<file path="src/csf_pkg.sv">
// Purpose: Shared constants for the CAN status-flag and interrupt block
// Assumes: 32-bit AHB-Lite register access, one word per register
// Notes:   Printed offsets are register indices; byte address is four times the index
// Notes on behaviour
// Receiver flags read back; writing one clears a flag, writing zero does nothing.
// A cleared receiver flag stays set while its setting condition still holds.
// Hard or soft reset clears receiver flags, enables and transmitter flags.
// Bus activity during sleep sets the wake flag; enabled wake flag requests interrupt.
// Receive error count at least 96, no passive or bus-off flag, sets receive warning.
// Transmit error count at least 96, no passive or bus-off flag, sets transmit warning.
// Receive error count above 127 without bus-off flag sets receive passive flag.
// Transmit error count 128 to 255 without bus-off flag sets transmit passive flag.
// Entering bus-off, transmit error count beyond 255, sets the bus-off flag.
// Bus-off flag cannot clear before 128 sequences of 11 recessive bits.
// A receive overrun sets the overrun flag; it feeds the error interrupt.
// A landed message sets buffer-full; no buffer swap happens while it is set.
// Software clears buffer-full by writing one after reading the message.
// Software reads the receive buffer only while buffer-full is set.
// Wake flag and buffer-full flag, each enabled, raise wake and receive interrupts.
// Warning, passive, bus-off and overrun flags, each enabled, share one error interrupt.
// Abort acknowledge bits are read-only; transmit-empty bits clear by writing one.
// Transmit-empty sets after a successful send or a successful abort.
// Software fills a transmit buffer first, then clears its empty flag.
// Clearing transmit-empty clears abort acknowledge; setting it clears abort request.
// Abort acknowledge sets when the message was aborted by request.
// Each transmit buffer requests interrupt while empty and its enable is set.
// Soft reset request aborts traffic at once and drops bus synchronisation.
// Interrupt outputs are levels: OR of flag-and-enable terms.
package csf_pkg;
   // Register indices and byte addresses
   localparam logic [11:0] IDX_MODULE_CONTROL_0    = 12'h500;
   localparam logic [11:0] IDX_RECEIVER_FLAGS      = 12'h504;
   localparam logic [11:0] IDX_RECEIVER_IRQ_ENABLE = 12'h505;
   localparam logic [11:0] IDX_TRANSMITTER_FLAGS   = 12'h506;
   localparam logic [11:0] IDX_TRANSMITTER_CONTROL = 12'h507;
   localparam logic [13:0] ADDR_MODULE_CONTROL_0    = {IDX_MODULE_CONTROL_0, 2'b00};
   localparam logic [13:0] ADDR_RECEIVER_FLAGS      = {IDX_RECEIVER_FLAGS, 2'b00};
   localparam logic [13:0] ADDR_RECEIVER_IRQ_ENABLE = {IDX_RECEIVER_IRQ_ENABLE, 2'b00};
   localparam logic [13:0] ADDR_TRANSMITTER_FLAGS   = {IDX_TRANSMITTER_FLAGS, 2'b00};
   localparam logic [13:0] ADDR_TRANSMITTER_CONTROL = {IDX_TRANSMITTER_CONTROL, 2'b00};
   // Receiver flag and enable bit positions
   localparam int BIT_WAKE       = 7;
   localparam int BIT_RX_WARN    = 6;
   localparam int BIT_TX_WARN    = 5;
   localparam int BIT_RX_PASSIVE = 4;
   localparam int BIT_TX_PASSIVE = 3;
   localparam int BIT_BUS_OFF    = 2;
   localparam int BIT_OVERRUN    = 1;
   localparam int BIT_RX_FULL    = 0;
   // Transmitter flag and control fields
   localparam int TX_EMPTY_LSB  = 0;
   localparam int TX_ACK_LSB    = 4;
   localparam int TX_IRQEN_LSB  = 0;
   localparam int TX_ABORT_LSB  = 4;
   localparam int SOFT_RESET_BIT = 0;
   // Reset values
   localparam logic [7:0] RX_FLAGS_RST = 8'h00;
   localparam logic [7:0] RX_EN_RST    = 8'h00;
   localparam logic [2:0] TX_RST       = 3'h0;
   localparam logic       SOFT_RST_RST = 1'b0;
   // Error count thresholds and bus-off recovery count
   localparam logic [7:0] WARN_LIMIT       = 8'h60;
   localparam logic [7:0] RX_PASSIVE_ABOVE = 8'h7F;
   localparam logic [7:0] TX_PASSIVE_MIN   = 8'h80;
   localparam logic [7:0] RECOVERY_SEQS    = 8'h80;
endpackage

</file>
<file path="src/csf_status_irq.sv">
// Purpose: Receiver/transmitter status flags and interrupt requests of a CAN controller
// Assumes: Protocol engine on hclk gives counts and event pulses; one AHB-Lite master
// Notes:   Every data phase takes two cycles; the first one has hreadyout low
//
// Implementation choice: the AHB-Lite register port.
`timescale 1ns/100ps
`default_nettype none
module csf_status_irq (
   input  wire logic        hclk,           // Clock, 40 MHz
   input  wire logic        hresetn,        // Async reset, active low
   input  wire logic        hsel,           // Slave select
   input  wire logic [13:0] haddr,          // Byte address
   input  wire logic [1:0]  htrans,         // Transfer type
   input  wire logic        hwrite,         // Write when high
   input  wire logic [2:0]  hsize,          // Word only
   input  wire logic [31:0] hwdata,         // Write data
   input  wire logic        hready,         // Bus ready
   output logic [31:0]      hrdata,         // Read data
   output logic             hreadyout,      // Slave ready
   output logic             hresp,          // Always OKAY
   input  wire logic        can_rx,         // CAN receive pin
   input  wire logic        sleep_mode,     // Engine is in sleep
   input  wire logic [7:0]  rx_error_count, // Receive error count
   input  wire logic [7:0]  tx_error_count, // Transmit error count
   input  wire logic        bus_off_enter,  // Pulse: transmit count passed 255
   input  wire logic        recessive_seq,  // Pulse: 11 recessive bits seen
   input  wire logic        rx_overrun,     // Pulse: receive overrun
   input  wire logic        rx_msg_ready,   // Level: good message in background
   input  wire logic [2:0]  tx_sent,        // Pulse per buffer: sent
   input  wire logic [2:0]  tx_aborted,     // Pulse per buffer: aborted
   output logic             rx_swap,        // Pulse: copy background to foreground
   output logic [2:0]       abort_request,  // Abort request per buffer
   output logic             soft_reset_active, // Engine held in soft reset
   output logic             bus_off_state,  // Bus-off state held
   output logic             irq_wake,       // Wake interrupt
   output logic             irq_rx,         // Receive interrupt
   output logic             irq_err,        // Error interrupt
   output logic [2:0]       irq_tx          // Transmit-empty interrupts
);
   logic        pend_reg;
   logic        wr_reg;
   logic [13:0] addr_reg;
   logic        soft_rst_reg;
   logic [7:0]  rx_en_reg;
   logic [2:0]  tx_irqen_reg;
   logic [7:0]  recov_reg;
   logic        rx_sync;
   logic        rx_prev_reg;
   logic [7:0]  rx_set;
   logic [7:0]  rx_clr;
   logic [7:0]  rx_flags;
   logic [2:0]  tx_empty;
   logic [2:0]  tx_ack;
   logic [2:0]  empty_clr;
   logic [2:0]  empty_set;
   logic [2:0]  ack_clr;
   logic        swap_now;
   logic        data_cyc;
   logic [7:0]  err_mask;
   logic        take;

   // Decodes whether the stored data-phase address hits a given register
   function automatic logic hit(input logic [13:0] a, input logic [13:0] r);
      hit = (a == r);
   endfunction

   assign take     = hsel & hready & htrans[1];
   assign data_cyc = pend_reg & ~hreadyout;
   assign hresp    = 1'b0;

   // Address phase capture and one wait state per data phase
   always_ff @(posedge hclk or negedge hresetn) begin
      if (!hresetn) begin
         pend_reg  <= 1'b0;
         wr_reg    <= 1'b0;
         addr_reg  <= 14'h0000;
         hreadyout <= 1'b1;
      end else if (take) begin
         pend_reg  <= 1'b1;
         wr_reg    <= hwrite;
         addr_reg  <= haddr;
         hreadyout <= 1'b0;
      end else begin
         pend_reg  <= 1'b0;
         hreadyout <= 1'b1;
      end
   end

   // Read data registered in the stall cycle; unmapped reads return zero
   always_ff @(posedge hclk or negedge hresetn) begin
      if (!hresetn) begin
         hrdata <= 32'h00000000;
      end else if (data_cyc && !wr_reg) begin
         if (hit(addr_reg, csf_pkg::ADDR_RECEIVER_FLAGS)) begin
            hrdata <= {24'h000000, rx_flags};
         end else if (hit(addr_reg, csf_pkg::ADDR_RECEIVER_IRQ_ENABLE)) begin
            hrdata <= {24'h000000, rx_en_reg};
         end else if (hit(addr_reg, csf_pkg::ADDR_TRANSMITTER_FLAGS)) begin
            hrdata <= {24'h000000, 1'b0, tx_ack, 1'b0, tx_empty};
         end else if (hit(addr_reg, csf_pkg::ADDR_TRANSMITTER_CONTROL)) begin
            hrdata <= {24'h000000, 1'b0, abort_request, 1'b0, tx_irqen_reg};
         end else if (hit(addr_reg, csf_pkg::ADDR_MODULE_CONTROL_0)) begin
            hrdata <= {24'h000000, 6'h00, bus_off_state, soft_rst_reg};
         end else begin
            hrdata <= 32'h00000000;
         end
      end
   end

   // Soft reset request bit; it, the bus-off state and its recovery count survive the held reset
   always_ff @(posedge hclk or negedge hresetn) begin
      if (!hresetn) begin
         soft_rst_reg <= csf_pkg::SOFT_RST_RST;
      end else if (data_cyc && wr_reg && hit(addr_reg, csf_pkg::ADDR_MODULE_CONTROL_0)) begin
         soft_rst_reg <= hwdata[csf_pkg::SOFT_RESET_BIT];
      end
   end
   assign soft_reset_active = soft_rst_reg;

   // Receiver interrupt enables, held clear during soft reset
   always_ff @(posedge hclk or negedge hresetn) begin
      if (!hresetn) begin
         rx_en_reg <= csf_pkg::RX_EN_RST;
      end else if (soft_rst_reg) begin
         rx_en_reg <= csf_pkg::RX_EN_RST;
      end else if (data_cyc && wr_reg && hit(addr_reg, csf_pkg::ADDR_RECEIVER_IRQ_ENABLE)) begin
         rx_en_reg <= hwdata[7:0];
      end
   end

   // Transmit enables and abort requests; software can only set a request
   always_ff @(posedge hclk or negedge hresetn) begin
      if (!hresetn) begin
         tx_irqen_reg  <= csf_pkg::TX_RST;
         abort_request <= csf_pkg::TX_RST;
      end else if (soft_rst_reg) begin
         tx_irqen_reg  <= csf_pkg::TX_RST;
         abort_request <= csf_pkg::TX_RST;
      end else begin
         if (data_cyc && wr_reg && hit(addr_reg, csf_pkg::ADDR_TRANSMITTER_CONTROL)) begin
            tx_irqen_reg  <= hwdata[csf_pkg::TX_IRQEN_LSB +: 3];
            abort_request <= (abort_request | hwdata[csf_pkg::TX_ABORT_LSB +: 3]) & ~empty_set;
         end else begin
            abort_request <= abort_request & ~empty_set;
         end
      end
   end

   // Bus-off state and recovery count of recessive sequences
   always_ff @(posedge hclk or negedge hresetn) begin
      if (!hresetn) begin
         bus_off_state <= 1'b0;
         recov_reg     <= 8'h00;
      end else if (bus_off_enter) begin
         bus_off_state <= 1'b1;
         recov_reg     <= 8'h00;
      end else if (bus_off_state && recessive_seq) begin
         if (recov_reg == csf_pkg::RECOVERY_SEQS - 8'h01) begin
            bus_off_state <= 1'b0;
            recov_reg     <= 8'h00;
         end else begin
            recov_reg <= recov_reg + 8'h01;
         end
      end
   end

   // Receive pin synchronised before the wake edge detector
   csf_sync u_rx_sync (
      .hclk    (hclk),
      .hresetn (hresetn),
      .d_in    (can_rx),
      .q_out   (rx_sync)
   );

   // Previous synchronised pin level for the dominant edge
   always_ff @(posedge hclk or negedge hresetn) begin
      if (!hresetn) begin
         rx_prev_reg <= 1'b1;
      end else begin
         rx_prev_reg <= rx_sync;
      end
   end

   // Swap only while the foreground buffer is free
   assign swap_now = rx_msg_ready & ~rx_flags[csf_pkg::BIT_RX_FULL] & ~soft_rst_reg;
   always_ff @(posedge hclk or negedge hresetn) begin
      if (!hresetn) begin
         rx_swap <= 1'b0;
      end else begin
         rx_swap <= swap_now;
      end
   end

   // Set conditions; level conditions keep a flag set against a clear
   always_comb begin
      rx_set = 8'h00;
      rx_set[csf_pkg::BIT_WAKE] = sleep_mode & rx_prev_reg & ~rx_sync;
      rx_set[csf_pkg::BIT_RX_WARN] = (rx_error_count >= csf_pkg::WARN_LIMIT)
         & ~rx_flags[csf_pkg::BIT_RX_PASSIVE] & ~rx_flags[csf_pkg::BIT_TX_PASSIVE]
         & ~rx_flags[csf_pkg::BIT_BUS_OFF];
      rx_set[csf_pkg::BIT_TX_WARN] = (tx_error_count >= csf_pkg::WARN_LIMIT)
         & ~rx_flags[csf_pkg::BIT_RX_PASSIVE] & ~rx_flags[csf_pkg::BIT_TX_PASSIVE]
         & ~rx_flags[csf_pkg::BIT_BUS_OFF];
      rx_set[csf_pkg::BIT_RX_PASSIVE] = (rx_error_count > csf_pkg::RX_PASSIVE_ABOVE)
         & ~rx_flags[csf_pkg::BIT_BUS_OFF];
      rx_set[csf_pkg::BIT_TX_PASSIVE] = (tx_error_count >= csf_pkg::TX_PASSIVE_MIN)
         & ~rx_flags[csf_pkg::BIT_BUS_OFF];
      rx_set[csf_pkg::BIT_BUS_OFF] = bus_off_state | bus_off_enter;
      rx_set[csf_pkg::BIT_OVERRUN] = rx_overrun;
      rx_set[csf_pkg::BIT_RX_FULL] = swap_now;
   end

   // Write-one clear strobes
   assign rx_clr = (data_cyc && wr_reg && hit(addr_reg, csf_pkg::ADDR_RECEIVER_FLAGS))
                   ? hwdata[7:0] : 8'h00;
   assign empty_clr = (data_cyc && wr_reg && hit(addr_reg, csf_pkg::ADDR_TRANSMITTER_FLAGS))
                      ? hwdata[csf_pkg::TX_EMPTY_LSB +: 3] : 3'h0;
   assign empty_set = tx_sent | tx_aborted;
   assign ack_clr   = empty_clr & tx_empty & ~empty_set;

   // Eight receiver flags, three transmit-empty and three abort acknowledge flags
   genvar gi;
   generate
      for (gi = 0; gi < 8; gi = gi + 1) begin : g_rx
         csf_flag u_flag (
            .hclk     (hclk),
            .hresetn  (hresetn),
            .hold_rst (soft_rst_reg),
            .set      (rx_set[gi]),
            .clr      (rx_clr[gi]),
            .q        (rx_flags[gi])
         );
      end
      for (gi = 0; gi < 3; gi = gi + 1) begin : g_tx
         csf_flag u_empty (
            .hclk     (hclk),
            .hresetn  (hresetn),
            .hold_rst (soft_rst_reg),
            .set      (empty_set[gi]),
            .clr      (empty_clr[gi]),
            .q        (tx_empty[gi])
         );
         csf_flag u_ack (
            .hclk     (hclk),
            .hresetn  (hresetn),
            .hold_rst (soft_rst_reg),
            .set      (tx_aborted[gi]),
            .clr      (ack_clr[gi]),
            .q        (tx_ack[gi])
         );
      end
   endgenerate

   // Error interrupt sources
   assign err_mask = (8'h01 << csf_pkg::BIT_RX_WARN) | (8'h01 << csf_pkg::BIT_TX_WARN)
                   | (8'h01 << csf_pkg::BIT_RX_PASSIVE) | (8'h01 << csf_pkg::BIT_TX_PASSIVE)
                   | (8'h01 << csf_pkg::BIT_BUS_OFF) | (8'h01 << csf_pkg::BIT_OVERRUN);

   // Level interrupt requests from flag-and-enable terms
   always_ff @(posedge hclk or negedge hresetn) begin
      if (!hresetn) begin
         irq_wake <= 1'b0;
         irq_rx   <= 1'b0;
         irq_err  <= 1'b0;
         irq_tx   <= 3'h0;
      end else begin
         irq_wake <= rx_flags[csf_pkg::BIT_WAKE] & rx_en_reg[csf_pkg::BIT_WAKE];
         irq_rx   <= rx_flags[csf_pkg::BIT_RX_FULL] & rx_en_reg[csf_pkg::BIT_RX_FULL];
         irq_err  <= |(rx_flags & rx_en_reg & err_mask);
         irq_tx   <= tx_empty & tx_irqen_reg;
      end
   end
endmodule // csf_status_irq
`default_nettype wire

</file>
<file path="src/csf_sync.sv">
// Purpose: Two-stage synchroniser for a level arriving from a pin
// Assumes: Destination clock hclk
// Notes:   Only the second stage is visible outside
`timescale 1ns/100ps
`default_nettype none
module csf_sync (
   input  wire logic hclk,    // Clock
   input  wire logic hresetn, // Async reset, active low
   input  wire logic d_in,    // Asynchronous level
   output logic      q_out    // Synchronised level
);
   logic meta_reg;

   // Two flops in series, reset to recessive
   always_ff @(posedge hclk or negedge hresetn) begin
      if (!hresetn) begin
         meta_reg <= 1'b1;
         q_out    <= 1'b1;
      end else begin
         meta_reg <= d_in;
         q_out    <= meta_reg;
      end
   end
endmodule // csf_sync
`default_nettype wire

</file>
<file path="src/csf_flag.sv">
// Purpose: Sticky flag with write-one clear and held reset
// Assumes: set is a pulse or a level condition from hardware
// Notes:   Set wins over clear, so a still-true condition keeps the flag
`timescale 1ns/100ps
`default_nettype none
module csf_flag (
   input  wire logic hclk,    // Clock
   input  wire logic hresetn, // Async reset, active low
   input  wire logic hold_rst,// Soft reset, holds flag at zero
   input  wire logic set,     // Set condition
   input  wire logic clr,     // Clear strobe
   output logic      q        // Flag value
);
   // Set dominates clear; soft reset dominates both
   always_ff @(posedge hclk or negedge hresetn) begin
      if (!hresetn) begin
         q <= 1'b0;
      end else if (hold_rst) begin
         q <= 1'b0;
      end else begin
         q <= set | (q & ~clr);
      end
   end
endmodule // csf_flag
`default_nettype wire

</file>
<file path="config.mk">
export PLATFORM = sky130hd
export DESIGN_NAME = csf_status_irq
export DESIGN_NICKNAME = d
export VERILOG_FILES = /design/src/csf_pkg.sv /design/src/csf_status_irq.sv /design/src/csf_sync.sv /design/src/csf_flag.sv
export SDC_FILE = /design/constraint.sdc
export NUM_CORES = 1
export LEC_CHECK = 0
export BUFFER_PORTS_ARGS = -buffer_cell sky130_fd_sc_hd__buf_4
export CORE_UTILIZATION = 53
export DETAILED_ROUTE_END_ITERATION = 10
export GPL_ROUTABILITY_DRIVEN = 0
export PLACE_DENSITY = 0.94
export SLEW_MARGIN = 30
export SYNTH_ARGS = -nofsm -noshare
export SYNTH_HDL_FRONTEND = slang
export SYNTH_SLANG_ARGS = --single-unit
export TNS_END_PERCENT = 30
</file>
<file path="constraint.sdc">
create_clock -name hclk -period 4.2 [get_ports hclk]
set_input_delay 0 -clock hclk [delete_from_list [all_inputs] [get_ports hclk]]
set_output_delay 0 -clock hclk [all_outputs]
set_load 0.05 [all_outputs]
</file>
==> run_results.csv, run 1 <==
group,metric,value,unit
global_routing,grt_remaining_overflow,0,
clocking,cts_buffer_depth,2,
synth,synth_enable_flop_cells,0,
die,initial_utilization,0.5505,
clocking,cts_tree,"done",
drt,drtPass1Iterations,4,
critical_path,critical_path_class,"reg -> reg",
global_routing,grt_max_degree,74,
placed_design,placedCellCount,447,
final_layout,drive_above_1_share,0.2664,
final_layout,nNetsFinal,508,
synth,async_reset_ff_frac,1.000,
die,fp.dieH,83.22,microns
synth,synth_warnings,0,
critical_path,worstSetupEndpointType,"flip-flop",
pwr,worst_ir_drop_vdd,230.0,uV
final_layout,finish.utilization,0.7192,
clocking,cts_sinks,73,
global_routing,grtUsageTotal,0.2565,
sta,max_freq,384.8,MHz
placed_design,dp_hpwl,5308,microns
die,ioPinCount,130,
critical_path,critPathLaunchType,"flip-flop",
drt,drc,0,
drt,drt-wirelength-per-cell,16.81,microns
clocking,clkLatencyLatePin,0.35,ns
pwr,finalPower,1.619,mW
sta,tightest_slew,0.9359,ns
clocking,cts_setup_buffers,0,
placed_design,portBuffers,66,
clocking,cts_buffers,9,
global_routing,grt_antenna_before_repair,0,
pwr,power_density,354.6,mW/mm^2
clocking,htree_levels,3,
global_routing,grt_pass1_wl,13870,microns
synth,synthDistinctLibCells,51,
synth,yosys.cell_count.top_type,"dfrtp_1",
sta,worst_clock_skew,0.01087,ns
sta,fin_crit,2.599,ns
min_path,hold_class,"in -> reg",
synth,avgSynthCellArea,11.10,sq um
pwr,p_leak,2.062,nW
critical_path,required,4.48,ns
die,dieArea,0.006925,sq mm
die,rows,29,
clocking,clock-root-buffer,"clkbuf_8",
final_layout,largest_register_ffs,14,
sta,rsz0062_at_grt,"false",
global_routing,grt_pass1_vias,2889,
final_layout,antenna_cells,0,
sta,setup_tns,0,ns
final_layout,fill_cells,430,
job,drv_cap,0,
drt,avgViaCountPerCell,5.671,
drt,vias,2864,
outcome,status,"finished, final reports clean",
synth,synth.area.top_cells,"dfrtp_1 49%, buf_4 5.8%, mux2_2 5.5%",
synth,ys_seq_elements,73,
sta,whs,0.01223,ns
drt,drt_iter0_drc,257,
critical_path,cp.arrival,2.88,ns
sta,fin_crit_sh,0.6188,
clocking,clk_pin_slew,0.08,ns
drt,wirelength,8487,microns
final_layout,areaGrowthSynthToFinish,30.64,%
synth,syn_inst,315,
die,die_w,83.22,microns
critical_path,worst-path-max-fanout,6,
synth,synth_area,0.003496,sq mm
synth,netlist.area_leader.share,0.4939,
sta,slew_viol_final,0,
final_layout,stdcell_count,505,
sta,finalSetupViolCount,0,
sta,slew_headroom,0.3761,
clocking,ctsResizeCount,0,
synth,yosysTopAreaCell,"dfrtp_1",
drt,postRouteAntennaNets,0,
die,core_area,0.006350,sq mm
final_layout,multi_input_area,0.001495,sq mm
final_layout,register_area,0.001832,sq mm
synth,ys.flop_type,"dfrtp_1",
sta,hold_viol_final,0,
synth,yosysSeqAreaShare,0.5240,
synth,ys_top_cells_by_count,"69 x dfrtp_1, 30 x nor2_1, 27 x buf_4",
-- metal layers --
layer,vias up,part of all wire,track usage,wire [microns]
li1,1304,-,-,-
met1,1398,0.40,0.3149,3436
met2,141,0.51,0.4300,4314
met3,21,0.064,0.06362,544
met4,0,0.023,0.1113,191
met5,-,0,0,0
-- metrics by stage --
step	setup slack (ns)	cell area [sq um]
finish	1.601	4567
global route	1.514	4567
CTS	1.720	4563
detailed placement	2.122	3938
global placement	2.159	3938
floorplan	2.545	3586
-- worst max-delay path, cell delays in order, from the launching register on --
cell and delay (ns):
dfrtp_1 0.41, nor4b_4 0.39, and4_4 0.32, and4_1 0.46, a21oi_1 0.18, nor4_2 0.18, dlygate4sd3_1 0.59
-- cell usage in the layout (no fill, tap or decap), types with 4 or more instances in the layout --
cell	count
dfrtp_1	69
nor2_1	30
mux2i_1	14
a21oi_1	15
inv_1	5
buf_4	65
dlygate4sd3_1	42
nand2_1	19
nand2b_1	4
conb_1	25
dfstp_2	4
o21ai_0	17
clkbuf_8	11
a32oi_1	4
mux2_2	17
nand3_1	6
nand4_1	5
nor2b_1	5
and2_1	5
-- power breakdown --
group          total, mW  switching, mW  leakage, nW  internal (mW)
sequential         0.795         0.0495        0.901          0.746
clock              0.563          0.259        0.109          0.305
combinational      0.261          0.151         1.05          0.110
-- cell type report --
class,instances,area share
inverters,5,0.004110
multi-input cells,226,0.3274
flip-flops and latches,73,0.4011
clock buffers,11,0.03315
well taps,77,0.02110
clock inverters,5,0.01178
repair buffers,108,0.2014
-- cells by family after synthesis --
group | share of synthesized area
other | 0.001073
multiplexers | 0.09484
adder cells (fa/ha/maj) | 0.003579
XOR/XNOR | 0.01002
AND/OR/NAND/NOR | 0.1636
buffers and inverters | 0.07408
AO/OA/AOI/OAI | 0.1288
flip-flops | 0.5240
-- final timing paths --
check                                   endpoint  depth (start not counted)  slack, ns                from
worst min register to register   u_rx_sync.q_out                          0       0.36  u_rx_sync.meta_reg
max in group asynchronous           recov_reg[6]                          2       3.53             hresetn
worst max register to register  abort_request[1]                          6       1.60         addr_reg[9]
min in group asynchronous           recov_reg[7]                          2       0.22             hresetn
worst max-delay path            abort_request[1]                          6       1.60         addr_reg[9]
worst min-delay path            g_rx[5].u_flag.q                          4       0.01   tx_error_count[6]
-- timing repair --
item / in CTS / in global routing
hold endpoints to repair: 118 / 0
hold buffers: 42 / 0
endpoints found under the setup margin: 0 / 0
(Power assumes the default switching activity.)
==> inputs of run 2 (changes only) <==
--- a/config.mk
+++ b/config.mk
@@ -5,11 +5,12 @@
 export SDC_FILE = /design/constraint.sdc
 export NUM_CORES = 1
 export LEC_CHECK = 0
+export ABC_AREA = 1
 export BUFFER_PORTS_ARGS = -buffer_cell sky130_fd_sc_hd__buf_4
-export CORE_UTILIZATION = 53
+export CORE_UTILIZATION = 50
 export DETAILED_ROUTE_END_ITERATION = 10
 export GPL_ROUTABILITY_DRIVEN = 0
-export PLACE_DENSITY = 0.94
+export PLACE_DENSITY = 0.89
 export SLEW_MARGIN = 30
 export SYNTH_ARGS = -nofsm -noshare
 export SYNTH_HDL_FRONTEND = slang
==> constraint.sdc (replaced) <==
create_clock -name hclk -period 2.6 [get_ports hclk]
set_input_delay 0 -clock hclk [delete_from_list [all_inputs] [get_ports hclk]]
set_output_delay 0 -clock hclk [all_outputs]
set_load 0.05 [all_outputs]
==> run_results.csv, run 2 <==
group,metric,value,unit
critical_path,reg2reg_from,"addr_reg[7]",
critical_path,rr_endpoint,"g_tx[0].u_ack.q",
pwr,worst_ir_drop_vdd,443.2,uV
synth,async_reset_ff_frac,1.000,
placed_design,dp_hpwl,5831,microns
placed_design,portBuffers,66,
clocking,cts_buffer_depth,2,
sta,slew_viol_final,0,
final_layout,final_common_cell,"nand2_1",
synth,synth_area,0.003667,sq mm
global_routing,grt_remaining_overflow,0,
synth,netlist.area_leader.share,0.4708,
final_layout,nNetsFinal,644,
outcome,status,"finished, final reports clean",
final_layout,stdcell_count,660,
global_routing,grt_antenna_before_repair,1,
critical_path,reg2reg_slack,0.46,ns
synth,yosysSeqAreaShare,0.4995,
clocking,clkLatencyLatePin,0.34,ns
clocking,cts_setup_buffers,0,
placed_design,place_area,0.004172,sq mm
critical_path,slowest_delay,0.59,ns
clocking,cts_tree,"done",
pwr,power_density,510.4,mW/mm^2
critical_path,critPathLaunchType,"flip-flop",
final_layout,post-route-cell-area,0.004748,sq mm
critical_path,cpLargestDelayFamily,"simple AND/OR/NAND/NOR gates",
placed_design,placedCellCount,604,
drt,postRouteAntennaNets,0,
sta,hold_viol_final,0,
synth,synthDistinctLibCells,36,
clocking,cts_hold_buf,40,
drt,avgViaCountPerCell,5.095,
drt,drt-wirelength-per-cell,13.35,microns
synth,yosysTopAreaCell,"dfrtp_1",
drt,wirelength,8809,microns
critical_path,crit_cells,7,
clocking,cts_buffers,9,
clocking,cts_sinks,73,
final_layout,drive_above_1_share,0.1954,
sta,setup_tns,0,ns
sta,slew_headroom,0.4998,
global_routing,grt_pass1_vias,3165,
job,drv_cap,0,
sta,fin_crit,2.142,ns
clocking,clk_pin_slew,0.07,ns
min_path,hold_class,"in -> reg",
synth,ys_top_cells_by_count,"121 x nand2_1, 69 x dfrtp_1, 59 x inv_1",
critical_path,reg2reg_depth,7,
synth,synth.area.top_cells,"dfrtp_1 47%, nand2_1 12%, inv_1 6.0%",
final_layout,largest_register_ffs,14,
min_path,min_to,"recov_reg[2]",
sta,fin_crit_sh,0.8240,
pwr,p_leak,2.408,nW
die,die_w,87.64,microns
clocking,clock-root-buffer,"clkbuf_8",
clocking,ctsResizeCount,0,
critical_path,critical_path_class,"reg -> reg",
min_path,hold_start,"recessive_seq",
synth,yosys.cell_count.top_type,"nand2_1",
synth,syn_inst,448,
die,ioPinCount,130,
final_layout,layout_common_cells,"121 x nand2_1, 69 x dfrtp_1, 67 x buf_4",
synth,avgSynthCellArea,8.186,sq um
sta,tightest_slew,0.7476,ns
drt,drtPass1Iterations,5,
critical_path,worst-path-max-fanout,10,
critical_path,worstSetupEndpointType,"flip-flop",
synth,ys_seq_elements,73,
final_layout,fill_cells,529,
global_routing,grt_max_degree,74,
final_layout,multi_input_area,0.001476,sq mm
die,rows,30,
global_routing,grtUsageTotal,0.2475,
final_layout,register_area,0.001832,sq mm
die,fp.dieH,87.64,microns
clocking,htree_levels,3,
sta,worst_clock_skew,0.006323,ns
drt,drt_iter0_drc,257,
critical_path,critPathBufInv,1,
drt,drc,0,
global_routing,grt_pass1_wl,14410,microns
synth,synth_warnings,0,
sta,finalSetupViolCount,0,
synth,ys.flop_type,"dfrtp_1",
min_path,holdPathStages,4,
drt,vias,3363,
sta,rsz0062_at_grt,"false",
synth,synth_enable_flop_cells,0,
critical_path,worstPathCellList,"nor2_2 > nand2_4 > nor3_4 > nand4_1 > nand2_1 > a21oi_1 > dlygate4sd3_1",
pwr,finalPower,2.423,mW
die,initial_utilization,0.5281,
critical_path,cp_slowest_cell,"dlygate4sd3_1",
critical_path,required,2.83,ns
die,dieArea,0.007681,sq mm
sta,max_freq,466.8,MHz
die,core_area,0.006944,sq mm
critical_path,cp.arrival,2.37,ns
final_layout,areaGrowthSynthToFinish,29.48,%
-- run 2: logic make-up (layout without fill, tap and decap cells) --
logic type	count (synthesis)	after routing	synth area share
other	1	26	0.001023
and+or+nand+nor	208	208	0.2634
xor gates and xnor gates	3	3	0.007166
adders and majority gates	1	1	0.003411
buffers and inverters	94	185	0.1225
AOI/OAI and AO/OA	68	68	0.1030
DFF	73	73	0.4995
-- run 2: through the flow --
step                      hold slack (ns)  setup WS, ns  utilization
final                             0.03375        0.4576       0.6838
after global routing              0.05565        0.3672       0.6838
after CTS                         0.01248        0.5134       0.6829
after detailed placement           0.1103        0.9147       0.6007
after global placement             0.1091        0.9658       0.6007
after floorplan                   -0.2956         1.110            -
-- run 2: worst max path at each step --
| stage | start | to | slack (ns) |
|---|---|---|---|
| 6_report | addr_reg[7] | g_tx[0].u_ack.q | 0.46 |
| 5_1_grt | addr_reg[1] | g_tx[0].u_ack.q | 0.37 |
| 4_1_cts | addr_reg[7] | g_tx[1].u_ack.q | 0.51 |
| 3_5_place_dp | addr_reg[1] | g_rx[1].u_flag.q | 0.91 |
| 3_3_place_gp | addr_reg[1] | g_rx[0].u_flag.q | 0.97 |
| 2_1_floorplan | hreadyout | g_rx[0].u_flag.q | 1.11 |
-- run 2: report_power, final --
part / internal [mW] / switching, mW / total [mW]
Combinational: 0.145 / 0.269 / 0.414
Sequential: 1.19 / 0.0417 / 1.23
Clock: 0.363 / 0.412 / 0.775
Total: 1.70 / 0.723 / 2.42
-- run 2: worst reg2reg max path: cells and delay by family (launching register included) --
kind / cells / cell delay (ns)
DFF: 1 / 0.40
buffers and inverters: 1 / 0.59
AOI/OAI and AO/OA: 1 / 0.06
and+or+nand+nor: 5 / 0.98
-- run 2: final cells by class --
cell class	instances	area share
clock inverters	5	0.006851
flip-flops and latches	73	0.3858
multi-input cells	305	0.3109
well taps	96	0.02530
diodes	1	0.0005270
repair buffers	108	0.1926
clock buffers	10	0.02899
inverters	62	0.04901
-- run 2: routing by layer --
layer | wire, microns | vias to the layer above | track usage | share of wire
met3 | 508 | 29 | 0.03676 | 0.058
li1 | - | 1593 | - | -
met5 | 0 | - | 0 | 0
met4 | 289 | 0 | 0.1341 | 0.033
met2 | 4461 | 163 | 0.4332 | 0.51
met1 | 3550 | 1578 | 0.2942 | 0.40
